--- config.mk ---
export PLATFORM = sky130hd
export DESIGN_NAME = pcw_top
export DESIGN_NICKNAME = d
export VERILOG_FILES = /design/src/rtl/pcw_pkg.sv /design/src/rtl/pcw_top.sv
export VERILOG_INCLUDE_DIRS = /design/src /design/src/rtl
export SDC_FILE = /design/constraint.sdc
export NUM_CORES = 1
export LEC_CHECK = 0
export BUFFER_PORTS_ARGS = -buffer_cell sky130_fd_sc_hd__buf_2
export CAP_MARGIN = 15
export CORE_MARGIN = 4
export CORE_UTILIZATION = 40
export CTS_CLUSTER_SIZE = 40
export DETAILED_ROUTE_END_ITERATION = 12
export MAX_ROUTING_LAYER = met4
export PLACE_DENSITY = 0.83
export SLEW_MARGIN = 20
export SYNTH_ARGS = -nofsm -noshare
export SYNTH_HDL_FRONTEND = slang
export SYNTH_SLANG_ARGS = --single-unit
--- constraint.sdc ---
create_clock -name i_sys_clk -period 2.7 [get_ports i_sys_clk]
set_input_delay 0.27 -clock i_sys_clk [delete_from_list [all_inputs] [get_ports i_sys_clk]]
set_output_delay 0.27 -clock i_sys_clk [all_outputs]
set_load 0.02 [all_outputs]
--- src/rtl/pcw_params.svh ---
`ifndef PCW_PARAMS_SVH
`define PCW_PARAMS_SVH
// Trigger vector positions
`define PCW_TRG_AXIS      0
`define PCW_TRG_MSG       1
`define PCW_TRG_OVR       2
`define PCW_TRG_TOOLQ     3
`define PCW_TRG_KEY       4
`define PCW_TRG_SIG       5
`define PCW_TRG_TINFO     6
`define PCW_TRG_COUNT     7
// Word field layout
`define PCW_AXIS_BITS     5
`define PCW_LO_MSB        7
`define PCW_HI_LSB        8
`define PCW_WORD_MSB      15
`define PCW_SIG_HOLD_BIT  0
`define PCW_SIG_DONE_BIT  1
`define PCW_SIG_COMP_BIT  4
// Codes
`define PCW_OVR_KEEP      8'h00
`define PCW_OVR_RESET     8'h80
`define PCW_KBD_ENABLE    8'h00
`define PCW_KBD_DISABLE   8'hff
`define PCW_BYTE_ZERO     8'h00
`define PCW_WORD_ZERO     16'h0000
`define PCW_AXIS_NONE     5'h00
`endif

--- src/rtl/pcw_pkg.sv ---
package pcw_pkg;
  // Words as held by the far side
  typedef struct packed {
    logic [15:0] axis_inhibit_word;
    logic [15:0] message_error_word;
    logic [15:0] override_word;
    logic [15:0] tool_query_number;
    logic [15:0] key_simulation_word;
    logic [15:0] signal_word;
  } pcw_words_t;
  // Static controller settings
  typedef struct packed {
    logic message_source_select;
    logic inhibit_source_split;
    logic mst_passthrough_select;
    logic dual_compensation_enable;
  } pcw_cfg_t;
  typedef enum logic [2:0] {
    PCW_RUN   = 3'b001,
    PCW_DRAIN = 3'b010,
    PCW_HALT  = 3'b100
  } pcw_seq_t;
endpackage

--- src/rtl/pcw_top.sv ---
`timescale 1ns/1ps
`default_nettype none
`include "pcw_params.svh"
// Functional notes
// [RL1] Trigger activation applies its paired register
// [RL2] Bits 0-4 inhibit W,Z,Y,X,V axes
// [RL3] Block needing inhibited axis waits for release
// [RL4] Source 1: only flag marks raise messages
// [RL5] Source 0: instruction and word path only
// [RL6] Show latest number; delete key clears it (the code clears only with source select 0)
// [RL7] Far side: message number in low byte
// [RL8] Far side: error number in high byte
// [RL9] Override bytes coded; zero keeps present value
// [RL10] Tool query then info read returns data
// [RL11] One key code per key trigger
// [RL12] Upper byte 00 enables, ff disables keyboard
// [RL13] Far side re-enables keyboard when finished
// [RL14] Split: feed hold pin, transfer hold bit0
// [RL15] Hold low, no passthrough: finish then halt
// [RL16] Passthrough: run M/S/T-only blocks, then halt
// [RL17] Function done from bit1; holds active low
// [RL18] Dual compensation splits into two tables
// [RL19] Bit4 picks first or second table
// [RL20] Single or split tables, never both
// [RL21] One transfer per trigger activation
// [RL22] Undefined register bits are ignored
module pcw_top (
  input  wire logic               i_sys_clk,
  input  wire logic               i_arst_n,
  input  wire logic               i_clk_en,
  input  wire pcw_pkg::pcw_words_t i_words,
  input  wire logic [6:0]         i_triggers,
  input  wire pcw_pkg::pcw_cfg_t  i_cfg,
  input  wire logic               i_hold_pin_n,
  input  wire logic [4:0]         i_block_axes,
  input  wire logic               i_block_active,
  input  wire logic               i_block_in_pos,
  input  wire logic               i_next_mst_only,
  input  wire logic               i_flag_msg_valid,
  input  wire logic [7:0]         i_flag_msg_num,
  input  wire logic               i_instr_msg_valid,
  input  wire logic [7:0]         i_instr_msg_num,
  input  wire logic               i_delete_key,
  input  wire logic [15:0]        i_tool_table_info,
  output logic [4:0]              o_axis_inhibit,
  output logic                    o_axis_wait,
  output logic [7:0]              o_msg_num,
  output logic [7:0]              o_err_num,
  output logic [7:0]              o_spindle_ovr,
  output logic [7:0]              o_feed_ovr,
  output logic [15:0]             o_tool_query_num,
  output logic                    o_tool_query_stb,
  output logic [15:0]             o_tool_info_word,
  output logic [7:0]              o_key_code,
  output logic                    o_key_stb,
  output logic                    o_keyboard_en,
  output logic                    o_feed_hold_n,
  output logic                    o_transfer_hold_n,
  output logic                    o_function_done,
  output logic                    o_comp_table_sel,
  output logic                    o_dual_comp_active,
  output logic                    o_exec_halt
);

  ////////////////////////////////////////////////////////////////////////////
  // Trigger edge detection and pin synchroniser

  logic [6:0] trg_q, trg_d;
  logic [6:0] fire;
  logic       pin_m_q, pin_m_d, pin_s_q, pin_s_d;

  // A held flag must not re-apply its word every cycle
  always_comb begin
    trg_d   = i_triggers;
    fire    = i_triggers & ~trg_q;  // see [RL21]
    pin_m_d = i_hold_pin_n;
    pin_s_d = pin_m_q;
  end

  always_ff @(posedge i_sys_clk or negedge i_arst_n) begin
    if (!i_arst_n) begin
      trg_q   <= 7'h00;
      pin_m_q <= 1'b1;
      pin_s_q <= 1'b1;
    end else if (i_clk_en) begin
      trg_q   <= trg_d;
      pin_m_q <= pin_m_d;
      pin_s_q <= pin_s_d;
    end
  end

  ////////////////////////////////////////////////////////////////////////////
  // Applied words

  logic [4:0]  inh_q, inh_d;
  logic [7:0]  msg_q, msg_d, err_q, err_d, spd_q, spd_d, fed_q, fed_d;
  logic [15:0] tq_q, tq_d, ti_q, ti_d;
  logic        tqs_q, tqs_d, kst_q, kst_d, kbd_q, kbd_d;
  logic [7:0]  key_q, key_d;
  logic        lan_hold_q, lan_hold_d, lan_done_q, lan_done_d, sel_q, sel_d;
  logic [7:0]  wlo, whi, olo, ohi, klo, khi;
  logic        msg_path;

  always_comb begin
    wlo = i_words.message_error_word[`PCW_LO_MSB:0];
    whi = i_words.message_error_word[`PCW_WORD_MSB:`PCW_HI_LSB];
    olo = i_words.override_word[`PCW_LO_MSB:0];
    ohi = i_words.override_word[`PCW_WORD_MSB:`PCW_HI_LSB];
    klo = i_words.key_simulation_word[`PCW_LO_MSB:0];
    khi = i_words.key_simulation_word[`PCW_WORD_MSB:`PCW_HI_LSB];
    msg_path = !i_cfg.message_source_select;
    inh_d = inh_q;
    msg_d = msg_q;
    err_d = err_q;
    spd_d = spd_q;
    fed_d = fed_q;
    tq_d  = tq_q;
    tqs_d = 1'b0;
    ti_d  = ti_q;
    key_d = key_q;
    kst_d = 1'b0;
    kbd_d = kbd_q;
    lan_hold_d = lan_hold_q;
    lan_done_d = lan_done_q;
    sel_d = sel_q;
    if (fire[`PCW_TRG_AXIS]) begin
      // Upper bits carry nothing
      inh_d = i_words.axis_inhibit_word[`PCW_AXIS_BITS-1:0];  // see [RL2] see [RL22]
    end
    // Delete first so a new number in the same cycle survives
    if (msg_path && i_delete_key) begin
      msg_d = `PCW_BYTE_ZERO;  // see [RL6]
      err_d = `PCW_BYTE_ZERO;
    end
    if (msg_path && i_instr_msg_valid) begin
      msg_d = i_instr_msg_num;  // see [RL5]
      err_d = `PCW_BYTE_ZERO;
    end
    if (msg_path && fire[`PCW_TRG_MSG]) begin
      msg_d = wlo;  // see [RL1] see [RL6]
      err_d = whi;
    end
    if (!msg_path && i_flag_msg_valid) begin
      msg_d = i_flag_msg_num;  // see [RL4]
      err_d = `PCW_BYTE_ZERO;
    end
    if (fire[`PCW_TRG_OVR]) begin
      if (olo != `PCW_OVR_KEEP) spd_d = olo;  // see [RL9]
      if (ohi != `PCW_OVR_KEEP) fed_d = ohi;
    end
    if (fire[`PCW_TRG_TOOLQ]) begin
      tq_d  = i_words.tool_query_number;  // see [RL10]
      tqs_d = 1'b1;
    end
    if (fire[`PCW_TRG_TINFO]) begin
      ti_d = i_tool_table_info;  // see [RL10]
    end
    if (fire[`PCW_TRG_KEY]) begin
      key_d = klo;  // see [RL11]
      kst_d = 1'b1;
      // Other upper codes leave the keyboard as it was
      if (khi == `PCW_KBD_ENABLE) kbd_d = 1'b1;  // see [RL12]
      else if (khi == `PCW_KBD_DISABLE) kbd_d = 1'b0;
    end
    if (fire[`PCW_TRG_SIG]) begin
      lan_hold_d = i_words.signal_word[`PCW_SIG_HOLD_BIT];  // see [RL14]
      lan_done_d = i_words.signal_word[`PCW_SIG_DONE_BIT];  // see [RL17]
      sel_d      = i_words.signal_word[`PCW_SIG_COMP_BIT];  // see [RL19]
    end
  end

  always_ff @(posedge i_sys_clk or negedge i_arst_n) begin
    if (!i_arst_n) begin
      inh_q      <= `PCW_AXIS_NONE;
      msg_q      <= `PCW_BYTE_ZERO;
      err_q      <= `PCW_BYTE_ZERO;
      spd_q      <= `PCW_OVR_RESET;
      fed_q      <= `PCW_OVR_RESET;
      tq_q       <= `PCW_WORD_ZERO;
      tqs_q      <= 1'b0;
      ti_q       <= `PCW_WORD_ZERO;
      key_q      <= `PCW_BYTE_ZERO;
      kst_q      <= 1'b0;
      kbd_q      <= 1'b1;
      lan_hold_q <= 1'b1;
      lan_done_q <= 1'b1;
      sel_q      <= 1'b0;
    end else if (i_clk_en) begin
      inh_q      <= inh_d;
      msg_q      <= msg_d;
      err_q      <= err_d;
      spd_q      <= spd_d;
      fed_q      <= fed_d;
      tq_q       <= tq_d;
      tqs_q      <= tqs_d;
      ti_q       <= ti_d;
      key_q      <= key_d;
      kst_q      <= kst_d;
      kbd_q      <= kbd_d;
      lan_hold_q <= lan_hold_d;
      lan_done_q <= lan_done_d;
      sel_q      <= sel_d;
    end
  end

  ////////////////////////////////////////////////////////////////////////////
  // Hold routing, compensation select and block sequencing

  pcw_pkg::pcw_seq_t st_q, st_d;
  logic xfer_hold_n, done_in;
  logic wait_q, wait_d, halt_q, halt_d, fh_q, fh_d, th_q, th_d, fd_q, fd_d;
  logic cs_q, cs_d, dc_q, dc_d;

  // Without the split the one pin serves all three signals
  always_comb begin
    xfer_hold_n = i_cfg.inhibit_source_split ? lan_hold_q : pin_s_q;  // see [RL14]
    done_in     = i_cfg.inhibit_source_split ? lan_done_q : pin_s_q;  // see [RL17]
    fh_d = pin_s_q;
    th_d = xfer_hold_n;
    fd_d = done_in;
    // Single-table mode pins the select to the first set
    dc_d = i_cfg.dual_compensation_enable;  // see [RL18]
    cs_d = i_cfg.dual_compensation_enable & sel_q;  // see [RL20]
    wait_d = i_block_active && ((i_block_axes & inh_d) != `PCW_AXIS_NONE);  // see [RL3]
    st_d = st_q;
    unique case (st_q)
      pcw_pkg::PCW_RUN: begin
        if (!xfer_hold_n) st_d = i_block_active ? pcw_pkg::PCW_DRAIN : pcw_pkg::PCW_HALT;
      end
      pcw_pkg::PCW_DRAIN: begin
        if (xfer_hold_n) st_d = pcw_pkg::PCW_RUN;
        else if (i_block_in_pos) st_d = pcw_pkg::PCW_HALT;  // see [RL15]
      end
      pcw_pkg::PCW_HALT: begin
        if (xfer_hold_n) st_d = pcw_pkg::PCW_RUN;
      end
      default: st_d = pcw_pkg::PCW_RUN;
    endcase
    // M/S/T-only blocks pass a hold when passthrough is set
    halt_d = (st_d == pcw_pkg::PCW_HALT) &&
             !(i_cfg.mst_passthrough_select && i_next_mst_only);  // see [RL16]
  end

  always_ff @(posedge i_sys_clk or negedge i_arst_n) begin
    if (!i_arst_n) begin
      st_q   <= pcw_pkg::PCW_RUN;
      wait_q <= 1'b0;
      halt_q <= 1'b0;
      fh_q   <= 1'b1;
      th_q   <= 1'b1;
      fd_q   <= 1'b1;
      cs_q   <= 1'b0;
      dc_q   <= 1'b0;
    end else if (i_clk_en) begin
      st_q   <= st_d;
      wait_q <= wait_d;
      halt_q <= halt_d;
      fh_q   <= fh_d;
      th_q   <= th_d;
      fd_q   <= fd_d;
      cs_q   <= cs_d;
      dc_q   <= dc_d;
    end
  end

  // Outputs straight from flops
  assign o_axis_inhibit     = inh_q;
  assign o_axis_wait        = wait_q;
  assign o_msg_num          = msg_q;
  assign o_err_num          = err_q;
  assign o_spindle_ovr      = spd_q;
  assign o_feed_ovr         = fed_q;
  assign o_tool_query_num   = tq_q;
  assign o_tool_query_stb   = tqs_q;
  assign o_tool_info_word   = ti_q;
  assign o_key_code         = key_q;
  assign o_key_stb          = kst_q;
  assign o_keyboard_en      = kbd_q;
  assign o_feed_hold_n      = fh_q;
  assign o_transfer_hold_n  = th_q;
  assign o_function_done    = fd_q;
  assign o_comp_table_sel   = cs_q;
  assign o_dual_comp_active = dc_q;
  assign o_exec_halt        = halt_q;
endmodule
`default_nettype wire

* Yosys cells after proc, flatten, opt, wreduce, memory -nomap -nowiden *
Index checks and enable logic that the tools add are counted.

storage, ports and cells
  bits of input ports = 154
  flip-flop bits (word level) = 102
  word-level logic and storage cells = 77
  output and inout bits = 87

operators by class
  bitwise logic cells = 4
  mux-type cells = 20
  reductions and logical operators = 23
  equality and inequality tests = 5

operators by type and width
  cell                                            number
  two-way mux 8 bit                               7
  nonzero test 8 bit                              2
  two-way mux 3 bit                               5
  AND reduction 2 bit                             5
  case mux 3 bit (3 select lines)                 1
  AND reduction 3 bit                             3
  == test 8 bit (second input constant)           1
  zero test 8 bit                                 1
  AND 7 bit                                       1
  logical AND 1 bit                               7
  inverter 7 bit                                  1
  == test 3 bit (second input constant)           2
  two-way mux 1 bit                               6
  AND 5 bit                                       1
  two-way mux 5 bit                               1
  nonzero test 5 bit                              1
  nonzero test 4 bit                              1
  == test 3 x 1 -> 1 bit (second input constant)  1
  == test 3 x 2 -> 1 bit (second input constant)  1
  zero test 1 bit                                 2
  nonzero test 2 bit                              1
  AND 1 bit                                       1

* Depth between registers and ports, before layout *
  depth in word-level cells = 6
  mapped depth = 6
  gate-level depth less buffers = 4

* Worst setup path after synthesis *
Ideal clock, no wire load.

  kind = input-to-reg
  start point = input i_words[61] in the netlist's numbering
  end point = register fed_q[0] (netlist: o_feed_ovr[0])
  setup slack = 0.793 ns
  required time = 2.575 ns
  library setup time = 0.125 ns
  stages on the path = 5
  buffers on the path = 1
  data arrival time = 1.782 ns
  cells stage by stage = or4_1 -> or4_1 -> o21a_1 -> buf_6 -> mux2_4

on the way
  cells in the longest elaborated chain, start to end = 2

ends and longest elaborated chain
  item                           RTL line        RTL
  from (decl)                    pcw_top.sv:31   input wire pcw_pkg::pcw_words_t i_words,
  nonzero test 8 bit (no line)   -
  AND reduction 3 bit (no line)  -
  to (signal assigned)           pcw_top.sv:178  fed_q <= `PCW_OVR_RESET;
  to (decl)                      pcw_top.sv:96   logic [7:0] msg_q, msg_d, err_q, err_d, spd_q, spd_d, fed_q, fed_d;

No other way between the ends.
A chain may end at the register's enable or synchronous reset.

* Worst setup path after layout *
  start point = register trg_q[1]
  end point = register msg_q[3] (netlist: o_msg_num[3])

on the way
  cells in the longest elaborated chain, start to end = 5
  elaborated cells on any way between the ends = 7
  those cells by class = mux: 2; bitwise: 2; reduce/logical: 3

ends and longest elaborated chain
  item                                                                       RTL line        RTL
  from (decl)                                                                pcw_top.sv:68   logic [6:0] trg_q, trg_d;
  from (signal assigned)                                                     pcw_top.sv:86   trg_q <= trg_d;
  inverter 7 bit *                                                           pcw_top.sv:75   fire = i_triggers & ~trg_q;
  AND 7 bit *                                                                pcw_top.sv:75
  logical AND 1 bit *                                                        pcw_top.sv:139  if (msg_path && fire[`PCW_TRG_MSG]) begin
  nonzero test 4 bit (no line) / two-way mux 8 bit (equally long branches)   -
  AND reduction 2 bit (no line) / two-way mux 8 bit (equally long branches)  -
  to (signal assigned)                                                       pcw_top.sv:175  msg_q <= `PCW_BYTE_ZERO;
  to (signal assigned)                                                       pcw_top.sv:190  msg_q <= msg_d;
  to (decl)                                                                  pcw_top.sv:96

Every way passes the cells marked *; elsewhere a longest branch is shown, timed or not.

==> impl_metrics.tcl <==
set metrics [dict create \
    postSynthRegisterBits 102 \
    crit_fanout 16 \
    yosysTopAreaCell "dfrtp_1" \
    fin_ws_ns 0.8129 \
    path_cells "nor2b_1, or4_1, nand3_1, mux2_2" \
    io_pins 241 \
    ir_worst_vdd_uv 309.0 \
    drc 0 \
    cts_sinks 102 \
    htreeDepth 3 \
    min_period_ns 1.887 \
    place_ws_ns 0.5642 \
    hold_viol 0 \
    numPortBuffers 216 \
    whs_ns 0.07200 \
    yosysSeqAreaShare_pct 60.18 \
    tns_ns 0 \
    areaGrowthSynthToFinish_pct 33.51 \
    p_leak_nw 2.854 \
    end_kind "flop" \
    synth.distinct_cells 38 \
    nNetsFinal 671 \
    grtUsageTotal_pct 17.27 \
    layout.cells.non_filler 657 \
    relSlewSlack_pct 41.14 \
    criticalPathCategory "flop to flop" \
    syn_area_sq_um 4264 \
    yosysMostFrequentCell "dfrtp_1" \
    total_power_mw 4.156 \
    yosysTopAreaCellShare_pct 53.40 \
    gp_congestion 0.8605 \
    worst_ep_arrival_time_ns 2.12 \
    ant_nets 0 \
    setup_violations 0 \
    status "finished clean" \
    synth_fp_nets 453 \
    n_antenna_cell 0 \
    vias 3255 \
    clk_latency_ns 0.36 \
    cts_max_path_buffers 2 \
    wl_per_cell_um 15.70 \
    yosysWarnings 0 \
    rsz0062_at_grt "no" \
    cp_top_family "simple AND/OR/NAND/NOR gates" \
    ys_async_sr_fraction_pct 100.0 \
    path_clk_slew_ns 0.10 \
    startpoint_type "flop" \
    powerDensity_nw_per_um2 730.0 \
    grt_max_degree 56 \
    layout-drive-gt1-share_pct 63.72 \
    wirelength_mm 10.32 \
    grt_pass1_wl_mm 17.16 \
    grt_pass1_vias 3571 \
    start_util_pct 41.12 \
    via_per_inst 4.954 \
    antenna_found_initial 0 \
    cts_made_buffers 9 \
    worstPathRequired_ns 2.93 \
    hp-class "input port to flop" \
    slowest_delay_ns 0.54 \
    dr.pass1.iters 4 \
    placedCellCount 641 \
    grt.overflow.total 0 \
    die_w_um 111.3 \
    fp-row-count 37 \
    slowest_stage "nand3_1" \
    dp_hpwl_mm 8.126 \
    final_max_slew_viol_count 0 \
    post-route-period-util_pct 69.89 \
    synth_edf_count 0 \
    drt_iter0_drc 98 \
    die_h_um 111.3 \
    synthFlopType "dfrtp_1" \
    fmax_ghz 0.5299 \
    die-area_sq_um 12380 \
    synth_area_leaders "dfrtp_1, mux2_2, dfstp_2" \
    cts_tree "done" \
    fin_worst_skew_ns 0.01278 \
    synth_commonest_cells "dfrtp_1, mux2_2, dfstp_2" \
    maxCapViolCount 0 \
    syn_avg_cell_area_sq_um 14.26 \
    syn-instance-count 299 \
    cts-root-buf "clkbuf_8" \
    core_sq_um 10370 \
    worstMarginPinSlew_ns 0.8802 \
    crit_buf_inv 0 \
]
## placed cells by master, fill, tap and decap left out, drive strengths merged, types with 2 or more instances in the layout
| cell type | instances |
|---|---|
| nor2b | 4 |
| nand3b | 7 |
| a31oi | 2 |
| dfrtp | 91 |
| a21oi | 6 |
| clkinv | 2 |
| buf | 219 |
| dfstp | 11 |
| o21ai | 5 |
| a22o | 9 |
| mux2 | 86 |
| and3 | 8 |
| nand2 | 9 |
| mux2i | 4 |
| or4 | 4 |
| nor4 | 2 |
| clkbuf | 10 |
| nand3 | 3 |
| inv | 5 |
| a221o | 8 |
| o21a | 2 |
| nor2 | 5 |
| nand2b | 3 |
## sequential cells by signal (all words and copies together) (netlist names), 3 cells and up
signal,cells
o_err_num,8
o_tool_info_word,16
o_msg_num,8
o_axis_inhibit,5
o_spindle_ovr,8
trg_q,7
st_q,3
o_tool_query_num,16
o_feed_ovr,8
o_key_code,8
## what timing repair did
| action | in CTS | in global routing |
|---|---|---|
| buffers inserted | 0 | 0 |
| endpoints found under the hold margin | 38 | 0 |
| hold buffers | 1 | 0 |
| resized for setup | 0 | 0 |
| setup endpoints to repair | 0 | 0 |
## power breakdown
part           switching [mW]  internal (mW)  total (mW)
clock network           0.507          0.428       0.934
logic                   0.667          0.549        1.22
registers               0.163           1.84        2.01
total                    1.34           2.82        4.16
## worst reg2reg max path: cells and delay by family, from the launching register on
kind | cells | cell delay, ns
muxes | 1 | 0.41
DFF | 1 | 0.36
and+or+nand+nor | 3 | 1.00
## cells by family (layout without fill, tap and decap cells)
group / count (synthesis) / after routing / share of synthesized area, %
simple gates: 52 / 52 / 7.160
compound gates: 38 / 38 / 6.778
flops: 102 / 102 / 60.18
buf+inv: 17 / 239 / 1.702
mux: 90 / 90 / 24.18
## final cells by class
class	instances	area (sq um)
Inverter	4	15.01
Clock buffer	10	127.6
Multi-Input combinational cell	180	1625
Clock inverter	5	60.06
Sequential cell	102	2566
Timing Repair Buffer	220	1129
Fill cell	909	4677
Tap cell	136	170.2
## routing by layer
metal	part of all wire, %	routed length, um	global-route usage, %	vias to the layer above
met5	0	0	-	-
met4	2.1	221	6.569	0
met3	6.2	639	3.712	24
met2	52	5386	29.88	122
met1	39	4071	19.62	1570
li1	-	-	-	1539
## worst paths after layout
path	start	endpoint	slack, ns	cells after the start
worst max-delay path	trg_q[1]	o_msg_num[3]	0.81	4
worst min-delay path	i_words[26]	o_keyboard_en	0.07	2
worst max register to register	trg_q[1]	o_msg_num[3]	0.81	4
worst min register to register	o_function_done	o_function_done	0.50	2
max in group asynchronous	i_arst_n	o_spindle_ovr[7]	1.49	3
min in group asynchronous	i_arst_n	o_err_num[3]	0.46	2
## metrics by stage
| step | area [sq um] | util, % |
|---|---|---|
| 3_3_place_gp | 5495 | 52.99 |
| 6_report | 5693 | 54.90 |
| 2_1_floorplan | 4264 | - |
| 3_5_place_dp | 5495 | 52.99 |
| 5_1_grt | 5693 | 54.90 |
| 4_1_cts | 5693 | 54.90 |
Power figures use the tool's default switching activity.
